`src/hw/flow_trigger_defines.svh`:
```
// Offsets, field positions, reset values and timing figures of the block
`ifndef FLOW_TRIGGER_DEFINES_SVH
`define FLOW_TRIGGER_DEFINES_SVH

// Register byte offsets
`define FLOW_CFG_OFFSET   8'hac
`define FLOW_STAT_OFFSET  8'hc0

// Configuration fields
`define HIGH_LSB          16
`define LOW_LSB           8
`define DUR_LSB           4
`define MULT_BIT          3
`define BRD_BIT           2
`define ADDR_BIT          1
`define ANY_BIT           0
`define CFG_RESET         32'h0000_0000
`define CFG_WMASK         32'h00ff_ffff

// Status fields
`define STAT_JAM_BIT      0
`define STAT_PEND_BIT     1
`define STAT_PAUSED_BIT   2
`define STAT_HIGH_BIT     3

// Threshold unit is 64 bytes
`define FILL_UNIT_SHIFT   6

// Bus answers
`define RESP_OKAY         2'b00
`define RESP_SLVERR       2'b10

// Timing, clock period and jam figures in ns, and the first long jam code
`define CLK_PERIOD_NS     5
`define JAM_UNIT_NS       5000
`define JAM_STEP_NS       50000
`define JAM_SLOW_EXTRA_NS 2200
`define JAM_LONG_CODE     4'h4

`endif

```
`src/hw/flow_trigger_pkg.sv`:
```
// Types shared by the flow control trigger
package flow_trigger_pkg;
    typedef enum logic {JAM_IDLE, JAM_ACTIVE} jam_state_t;
    typedef enum logic [1:0] {
        PAUSE_OFF, PAUSE_ASK, PAUSE_ON, PAUSE_RESUME
    } pause_state_t;
endpackage

```
`src/hw/flow_trigger.sv`:
```
// Receive FIFO flow control trigger with AXI4-Lite configuration slave
//
// The AXI4-Lite register port and the placing of the registers were left to the implementer.
`timescale 1ns/1ps
`include "flow_trigger_defines.svh"

// Notes on behaviour
// - Any-frame enable plus high level triggers flow control
// - Full-duplex pausing only with any-frame enable
// - Half-duplex any-frame ignores destination address
// - Half-duplex any-frame jams on valid preamble
// - Full-duplex requests pause immediately at high level
// - Pause request held until next transmit opportunity
// - Any-frame enable overrides the three selections
// - Jam time from code, longer at 10 Mbit
// - Thresholds counted in 64-byte units
// - Half-duplex matching frames jammed for coded time
// - Zero-time pause below low after pause sent
// - Nothing sent while transmitter disabled; a running jam drops one cycle after tx_enable falls
module flow_trigger
    import flow_trigger_pkg::*;
#(
    parameter int ADDR_W           = 8,
    parameter int FIFO_LEVEL_W     = 16,
    parameter int JAM_CNT_W        = 18,
    parameter int JAM_UNIT_CYCLES  =
        (`JAM_UNIT_NS + `CLK_PERIOD_NS - 1) / `CLK_PERIOD_NS,
    parameter int JAM_STEP_CYCLES  =
        (`JAM_STEP_NS + `CLK_PERIOD_NS - 1) / `CLK_PERIOD_NS,
    parameter int JAM_EXTRA_CYCLES =
        (`JAM_SLOW_EXTRA_NS + `CLK_PERIOD_NS - 1) / `CLK_PERIOD_NS
) (
    // Clock and reset
    input  wire logic                    aclk,
    input  wire logic                    aresetn,
    // AXI4-Lite write address
    input  wire logic [ADDR_W-1:0]       awaddr,
    input  wire logic                    awvalid,
    output logic                         awready,
    // AXI4-Lite write data
    input  wire logic [31:0]             wdata,
    input  wire logic [3:0]              wstrb,
    input  wire logic                    wvalid,
    output logic                         wready,
    // AXI4-Lite write response
    output logic [1:0]                   bresp,
    output logic                         bvalid,
    input  wire logic                    bready,
    // AXI4-Lite read address
    input  wire logic [ADDR_W-1:0]       araddr,
    input  wire logic                    arvalid,
    output logic                         arready,
    // AXI4-Lite read data
    output logic [31:0]                  rdata,
    output logic [1:0]                   rresp,
    output logic                         rvalid,
    input  wire logic                    rready,
    // Link state from the MAC
    input  wire logic [FIFO_LEVEL_W-1:0] rx_fifo_level,
    input  wire logic                    full_duplex,
    input  wire logic                    link_100,
    input  wire logic                    tx_enable,
    // Receive events from the MAC
    input  wire logic                    rx_preamble,
    input  wire logic                    rx_dest_valid,
    input  wire logic                    rx_dest_multicast,
    input  wire logic                    rx_dest_broadcast,
    input  wire logic                    rx_dest_match,
    // Pause frame handshake with the MAC
    output logic                         pause_req,
    output logic                         pause_zero_time,
    input  wire logic                    pause_sent,
    // Back pressure to the MAC
    output logic                         jam
);
    // Threshold field to byte count
    function automatic logic [FIFO_LEVEL_W-1:0] fill_bytes(
        input logic [7:0] units
    );
        fill_bytes = FIFO_LEVEL_W'(units) << `FILL_UNIT_SHIFT;
    endfunction
    // Jam length in cycles for a code and speed
    function automatic logic [JAM_CNT_W-1:0] jam_cycles(
        input logic [3:0] code,
        input logic       slow
    );
        int n;
        unique case (code)
            4'h0:    n = JAM_UNIT_CYCLES;
            4'h1:    n = 2 * JAM_UNIT_CYCLES;
            4'h2:    n = 3 * JAM_UNIT_CYCLES;
            4'h3:    n = 5 * JAM_UNIT_CYCLES;
            default: n = (int'(code) - 3) * JAM_STEP_CYCLES;
        endcase
        n = slow ? n + JAM_EXTRA_CYCLES : n;
        jam_cycles = JAM_CNT_W'(n);
    endfunction
    // Configuration fields
    logic [31:0]       cfg;          // Flow control configuration
    logic [31:0]       next_cfg;
    logic [7:0]        fill_high_threshold;
    logic [7:0]        fill_low_threshold;
    logic [3:0]        jam_duration_code;
    logic              multicast_flow_select;
    logic              broadcast_flow_select;
    logic              address_match_flow_select;
    logic              any_frame_flow_enable;
    // Write channel holding state
    logic              aw_held;      // Address taken, not yet used
    logic              next_aw_held;
    logic [ADDR_W-1:0] aw_addr_q;
    logic [ADDR_W-1:0] next_aw_addr_q;
    logic              w_held;       // Data taken, not yet used
    logic              next_w_held;
    logic [31:0]       w_data_q;
    logic [31:0]       next_w_data_q;
    logic [3:0]        w_strb_q;
    logic [3:0]        next_w_strb_q;
    logic              next_bvalid;
    logic [1:0]        next_bresp;
    logic              next_rvalid;
    logic [31:0]       next_rdata;
    logic [1:0]        next_rresp;
    // Flow control state
    pause_state_t      pause_state;  // Full-duplex pause sequence
    pause_state_t      next_pause_state;
    jam_state_t        jam_state;    // Half-duplex back pressure
    jam_state_t        next_jam_state;
    logic [JAM_CNT_W-1:0] jam_cnt;   // Cycles of jam left
    logic [JAM_CNT_W-1:0] next_jam_cnt;
    // Level comparisons and frame triggers
    logic              high_hit;     // FIFO at or above high level
    logic              low_miss;     // FIFO below low level
    logic              fd_mode;      // Full-duplex pausing enabled
    logic              hd_trigger;   // Frame that starts a jam
    logic              sel_hit;      // Address selections matched
    // Field split of the configuration
    assign fill_high_threshold       = cfg[`HIGH_LSB +: 8];
    assign fill_low_threshold        = cfg[`LOW_LSB +: 8];
    assign jam_duration_code         = cfg[`DUR_LSB +: 4];
    assign multicast_flow_select     = cfg[`MULT_BIT];
    assign broadcast_flow_select     = cfg[`BRD_BIT];
    assign address_match_flow_select = cfg[`ADDR_BIT];
    assign any_frame_flow_enable     = cfg[`ANY_BIT];
    // Threshold comparisons
    assign high_hit = rx_fifo_level >= fill_bytes(fill_high_threshold);
    assign low_miss = rx_fifo_level < fill_bytes(fill_low_threshold);
    // Full-duplex pausing needs any-frame mode
    assign fd_mode = any_frame_flow_enable & full_duplex;
    // Destination selections, unused in any-frame mode
    assign sel_hit = (multicast_flow_select & rx_dest_multicast)
                   | (broadcast_flow_select & rx_dest_broadcast)
                   | (address_match_flow_select & rx_dest_match);
    // Half-duplex jam trigger, none in full duplex or with tx off
    assign hd_trigger = (full_duplex || !tx_enable || !high_hit) ? 1'b0
                      : any_frame_flow_enable ? rx_preamble
                      : (rx_dest_valid & sel_hit);
    // Bus handshake outputs
    assign awready = !aw_held;
    assign wready  = !w_held;
    assign arready = !rvalid;
    // Pause request withheld while transmitter is off
    assign pause_req = tx_enable
                     & ((pause_state == PAUSE_ASK)
                     | (pause_state == PAUSE_RESUME));
    // Back pressure from the jam state
    assign jam = (jam_state == JAM_ACTIVE);
    // Register write and read next values
    always_comb begin
        next_aw_held   = aw_held;
        next_aw_addr_q = aw_addr_q;
        next_w_held    = w_held;
        next_w_data_q  = w_data_q;
        next_w_strb_q  = w_strb_q;
        next_bvalid    = bvalid & !bready; // Dropped once taken
        next_bresp     = bresp;
        next_cfg       = cfg;
        next_rvalid    = rvalid & !rready; // Dropped once taken
        next_rdata     = rdata;
        next_rresp     = rresp;
        // Capture address and data independently
        if (awvalid && awready) begin
            next_aw_held   = 1'b1;
            next_aw_addr_q = awaddr;
        end
        if (wvalid && wready) begin
            next_w_held   = 1'b1;
            next_w_data_q = wdata;
            next_w_strb_q = wstrb;
        end
        // Commit once both are held and no response waits
        if (aw_held && w_held && !bvalid) begin
            next_aw_held = 1'b0;
            next_w_held  = 1'b0;
            next_bvalid  = 1'b1;
            if (aw_addr_q == ADDR_W'(`FLOW_CFG_OFFSET)) begin
                next_bresp = `RESP_OKAY;
                for (int b = 0; b < 4; b++) begin
                    if (w_strb_q[b]) begin
                        next_cfg[8*b +: 8] = w_data_q[8*b +: 8];
                    end
                end
                next_cfg = next_cfg & `CFG_WMASK;
            end else if (aw_addr_q == ADDR_W'(`FLOW_STAT_OFFSET)) begin
                // Status is read only, write ignored
                next_bresp = `RESP_OKAY;
            end else begin
                // Unmapped address
                next_bresp = `RESP_SLVERR;
            end
        end
        // Read answer one cycle after address
        if (arvalid && arready) begin
            next_rvalid = 1'b1;
            next_rresp  = `RESP_OKAY;
            next_rdata  = 32'h0000_0000;
            if (araddr == ADDR_W'(`FLOW_CFG_OFFSET)) begin
                next_rdata = cfg;
            end else if (araddr == ADDR_W'(`FLOW_STAT_OFFSET)) begin
                next_rdata[`STAT_JAM_BIT]    = jam;
                next_rdata[`STAT_PEND_BIT]   = pause_req;
                next_rdata[`STAT_PAUSED_BIT] = (pause_state == PAUSE_ON);
                next_rdata[`STAT_HIGH_BIT]   = high_hit;
            end else begin
                next_rresp = `RESP_SLVERR;
            end
        end
    end
    // Register bus flops
    always_ff @(posedge aclk) begin
        if (!aresetn) begin
            aw_held   <= 1'b0;
            aw_addr_q <= '0;
            w_held    <= 1'b0;
            w_data_q  <= 32'h0000_0000;
            w_strb_q  <= 4'h0;
            bvalid    <= 1'b0;
            bresp     <= `RESP_OKAY;
            cfg       <= `CFG_RESET;
            rvalid    <= 1'b0;
            rdata     <= 32'h0000_0000;
            rresp     <= `RESP_OKAY;
        end else begin
            aw_held   <= next_aw_held;
            aw_addr_q <= next_aw_addr_q;
            w_held    <= next_w_held;
            w_data_q  <= next_w_data_q;
            w_strb_q  <= next_w_strb_q;
            bvalid    <= next_bvalid;
            bresp     <= next_bresp;
            cfg       <= next_cfg;
            rvalid    <= next_rvalid;
            rdata     <= next_rdata;
            rresp     <= next_rresp;
        end
    end
    // Full-duplex pause sequence next state
    always_comb begin
        next_pause_state = pause_state;
        if (!fd_mode) begin
            // Leaving the mode drops any pending pause
            next_pause_state = PAUSE_OFF;
        end else begin
            unique case (pause_state)
                PAUSE_OFF: begin
                    if (high_hit) begin
                        next_pause_state = PAUSE_ASK;
                    end
                end
                PAUSE_ASK: begin
                    if (pause_req && pause_sent) begin
                        next_pause_state = PAUSE_ON;
                    end
                end
                PAUSE_ON: begin
                    if (low_miss) begin
                        next_pause_state = PAUSE_RESUME;
                    end
                end
                PAUSE_RESUME: begin
                    if (pause_req && pause_sent) begin
                        next_pause_state = PAUSE_OFF;
                    end
                end
            endcase
        end
    end
    // Pause state and zero-time flag flops
    always_ff @(posedge aclk) begin
        if (!aresetn) begin
            pause_state     <= PAUSE_OFF;
            pause_zero_time <= 1'b0;
        end else begin
            pause_state     <= next_pause_state;
            pause_zero_time <= (next_pause_state == PAUSE_RESUME);
        end
    end
    // Half-duplex jam timer next state
    always_comb begin
        next_jam_state = jam_state;
        next_jam_cnt   = jam_cnt;
        unique case (jam_state)
            JAM_IDLE: begin
                if (hd_trigger) begin
                    // Speed sampled here holds for the jam
                    next_jam_state = JAM_ACTIVE;
                    next_jam_cnt   = jam_cycles(jam_duration_code,
                                                !link_100);
                end
            end
            JAM_ACTIVE: begin
                if (!tx_enable || full_duplex) begin
                    next_jam_state = JAM_IDLE;
                    next_jam_cnt   = '0;
                end else if (jam_cnt <= JAM_CNT_W'(1)) begin
                    next_jam_state = JAM_IDLE;
                    next_jam_cnt   = '0;
                end else begin
                    next_jam_cnt = jam_cnt - JAM_CNT_W'(1);
                end
            end
        endcase
    end

    // Jam timer flops
    always_ff @(posedge aclk) begin
        if (!aresetn) begin
            jam_state <= JAM_IDLE;
            jam_cnt   <= '0;
        end else begin
            jam_state <= next_jam_state;
            jam_cnt   <= next_jam_cnt;
        end
    end

endmodule

```
`config.mk`:
```
export PLATFORM = sky130hd
export DESIGN_NAME = flow_trigger
export DESIGN_NICKNAME = d
export VERILOG_FILES = /design/src/hw/flow_trigger_pkg.sv /design/src/hw/flow_trigger.sv
export VERILOG_INCLUDE_DIRS = /design/src /design/src/hw
export SDC_FILE = /design/constraint.sdc
export NUM_CORES = 1
export LEC_CHECK = 0
export ABC_CLOCK_PERIOD_IN_PS = 13920
export BUFFER_PORTS_ARGS = -buffer_cell sky130_fd_sc_hd__buf_2
export CAP_MARGIN = 20
export CORE_MARGIN = 2
export CORE_UTILIZATION = 40
export CTS_CLUSTER_DIAMETER = 120
export CTS_CLUSTER_SIZE = 25
export DETAILED_ROUTE_END_ITERATION = 10
export GPL_TIMING_DRIVEN = 0
export PLACE_DENSITY = 0.61
export RECOVER_POWER = 100
export REMOVE_ABC_BUFFERS = 1
export SLEW_MARGIN = 30
export SYNTH_ARGS = -nofsm -noshare
export SYNTH_HDL_FRONTEND = slang
export SYNTH_SLANG_ARGS = --single-unit
```
`constraint.sdc`:
```
create_clock -name aclk -period 13.92 [get_ports aclk]
set_input_delay 0.696 -clock aclk [delete_from_list [all_inputs] [get_ports aclk]]
set_output_delay 0.696 -clock aclk [all_outputs]
set_load 0.005 [all_outputs]
```
==> impl_results.md <==
* Slowest CP cell: fa_1
* Filler instances at 1,563
* Area delta synth->final at 13.9%
* Root buf cell: clkbuf_16
* Placed Cells at 1,052
* Buffers on Ports at 108
* Overall power at 0.645 mW
* Final hold violation count at 0
* Worst Tran Pin Value at 2620 ps
* CP max FO at 14
* Critical path, cell by cell: or2_0, nor2_1, inv_1, fa_1, inv_1, fa_1, inv_1, fa_1, inv_1, ha_1, a211oi_1, nor3b_1, nor3b_1, nand3_1, nor4_1, xor2_1, o31ai_2
* Inserted Clock Buffers at 9
* Clock Power Share at 0.406
* First-pass GRT wire length at 25.6 mm
* Reg-to-reg slack, setup at 8390 ps
* Largest area contributor in the netlist: dfxtp_1
* Ys async rst share at 0
* Share of cells above drive strength 1 at 0.140
* VDD IR max at 0.0618 mV
* Die width at 129 um
* Vias in the first global route at 5,257
* Ys flop type: dfxtp_1
* Final period utilization at 0.397
* Top cell type's share of synthesized area at 0.356
* Number of DRC markers in iteration 0 at 281
* Max Clk Rate at 0.181 GHz
* GRT overflow at 0
* Buf/Inv on CP at 4
* Worst-Skew Late Latency at 360 ps
* WS Path Type: reg -> reg
* FP Rows at 45
* H-tree depth at 3
* GPL Wtd Cong at 0.796
* Leakage at 2.70 nW
* Count of cell types in the netlist at 74
* Largest net degree at the start of global routing at 59
* Clock Skew at 9.32 ps
* Failing checks: max-capacitance violations, max-slew violations
* # IOs at 128
* Hold Crit Class: reg -> reg
* Post-Layout Cell Count at 1,069
* Post-synthesis cell count at 795
* Overall global routing resource usage at 0.192
* Count of antenna-violating nets left after detailed routing at 0
* Critical Path Max Stage Delay at 560 ps
* Status: finished with violations
* Gate power share at 0.080
* Initial Util at 0.411
* Die Y at 129 um
* Rel. slew slack at -0.750
* Fin. max-slew vios at 124
* Final worst slack at 8390 ps
* DR WL/cell at 14.7 um
* Yosys warns at 0
* Clock tree buffer depth at 2
* Area occupied by multi-input gates at 3620 um2
* Max Cap Violations at 3
* EDFF count, synth at 0
* Switching share of power at 0.254
* DRC errors left at 0
* Reg power frac at 0.513
* CTS clk-pin slew, worst paths at 80 ps
* Hold-fix buffers, CTS at 0
* TritonCTS clock tree: built
* RSZ-0062 raised after global routing: no
* TritonCTS Sinks at 111
* #FFs+latches synth at 111
* Worst path top cell family by delay: simple AND/OR/NAND/NOR gates
* Setup-failing EPs final at 0
* Worst EP arrival at 5760 ps
* Post-DP HPWL at 11.4 mm
* Initial antenna violation count at 3
* Core Region at 15,200 um2
* Post-layout minimum cycle time at 5530 ps
* Post_cts resized at 0
* Pre-CTS setup slack at 8770 ps
* WL final at 15.7 mm
* Utilization after layout at 0.468
* Total number of vias at 5,605
* Crit. End Element: flip-flop
* # nets final at 1,007
* Required @ worst endpoint at 14,150 ps
* Internal power at 0.481 mW
* Vias/cell at 5.24
* CP most frequent cell: inv_1
* Main area contributors after synthesis: dfxtp_1, ha_1, a21oi_1
* Full die area at 16,600 um2
* Startpoint Class: flip-flop
* Mean area per synthesized cell at 7.86 um2
* Register area at 2220 um2
* Power density cells at 90.7 nW/um2
* Post-CTS Setup Bufs at 0
* 1st-pass router iterations at 4
* Net Sw Power at 0.164 mW
* Mapped cell area at 6240 um2
* Setup TNS Final at 0 ps
* Seq/Total Area, Yosys at 0.356
==> layer usage <==
| metal | global-route usage | share of wire |
|---|---|---|
| met4 | 0.0480 | 0.0073 |
| met2 | 0.317 | 0.46 |
| met3 | 0.0503 | 0.056 |
| met1 | 0.251 | 0.47 |
| met5 | 0 | 0.00032 |
==> path summary, 6_finish.rpt <==
check	startpoint	end	cells past startpoint
worst max register to register	cfg[6]	jam_cnt[17]	17
worst min register to register	rdata[4]	rdata[4]	2
worst max-delay path	cfg[6]	jam_cnt[17]	17
worst min-delay path	rdata[4]	rdata[4]	2
==> registers in the layout, indices dropped and copies added, names as in the netlist <==
register	count
pause_state	2
aw_addr_q	8
w_held	1
rdata	24
bvalid	1
w_data_q	24
cfg	24
jam	1
rresp	1
pause_zero_time	1
rvalid	1
bresp	1
w_strb_q	3
aw_held	1
jam_cnt	18
==> synthesized netlist by cell type, types with 8 or more instances <==
cell      count
nand2_1     130
dfxtp_1     111
a21oi_1     100
nor2_1       57
nand3_1      55
inv_1        43
ha_1         41
o21ai_0      34
clkbuf_1     28
nor3_1       19
buf_4        11
mux2i_1      11
o22ai_1       9
a211oi_1      8
nor2b_1       8
nor4_1        8
xnor2_1       8
==> cells in the final DEF, fill, tap and decap left out, types with 4 or more instances in the layout <==
master / Yosys / layout
nor3b_1: 4 / 5
o22ai_1: 9 / 9
and3_1: 5 / 5
a221oi_1: 4 / 4
clkbuf_1: 28 / 25
nand2b_1: 6 / 6
a211oi_1: 8 / 8
xnor2_1: 8 / 8
xor2_1: 6 / 6
nand3_1: 55 / 55
clkbuf_16: 0 / 9
conb_1: 1 / 10
inv_1: 43 / 42
nor2b_1: 8 / 6
buf_2: 7 / 83
dfxtp_1: 111 / 111
a21oi_1: 100 / 100
fa_1: 7 / 7
mux2i_1: 11 / 11
ha_1: 41 / 41
nor2_1: 57 / 56
nand2_1: 130 / 129
nor3_1: 19 / 19
nor4_1: 8 / 9
o21ai_0: 34 / 35
==> final cells by class <==
cell class                 count  area share
sequential                   111       0.312
timing repair buffer         111      0.0798
clock inverter                 5     0.00668
clock buffer                  11      0.0355
inverter                      43      0.0229
antenna                        1    0.000352
multi-input combinational    599       0.509
tap                          188      0.0331
==> power groups by stage <==
stage          Sequential, mW  Clock (mW)  Combinational, mW
2_1_floorplan           0.337           0             0.0267
4_1_cts                 0.331       0.267             0.0537
3_5_place_dp            0.339           0             0.0536
6_report                0.331       0.262             0.0518
3_3_place_gp            0.338           0             0.0504
5_1_grt                 0.332       0.279             0.0584
==> through the flow <==
stage	instance area [um2]	hold slack, ps
2_1_floorplan	6010	437
3_3_place_gp	6790	437
3_5_place_dp	6910	441
4_1_cts	7210	451
5_1_grt	7110	471
6_report	7110	448
==> worst reg2reg max path, cell delays in order (launching register included) <==
cell,delay (ps)
dfxtp_1,470
or2_0,520
nor2_1,460
inv_1,210
fa_1,560
inv_1,50
fa_1,490
inv_1,60
fa_1,520
inv_1,70
ha_1,290
a211oi_1,290
nor3b_1,160
nor3b_1,390
nand3_1,230
nor4_1,360
xor2_1,210
o31ai_2,70
==> cell families after synthesis <==
group	count (synthesis)	synth area share
flops	111	0.356
other cells	1	0.000601
simple gates	322	0.247
mux	12	0.0194
fa+ha+maj	48	0.105
buf+inv	94	0.0681
xor+xnor	14	0.0196
compound gates	193	0.185
Power figures use the tool's default switching activity.
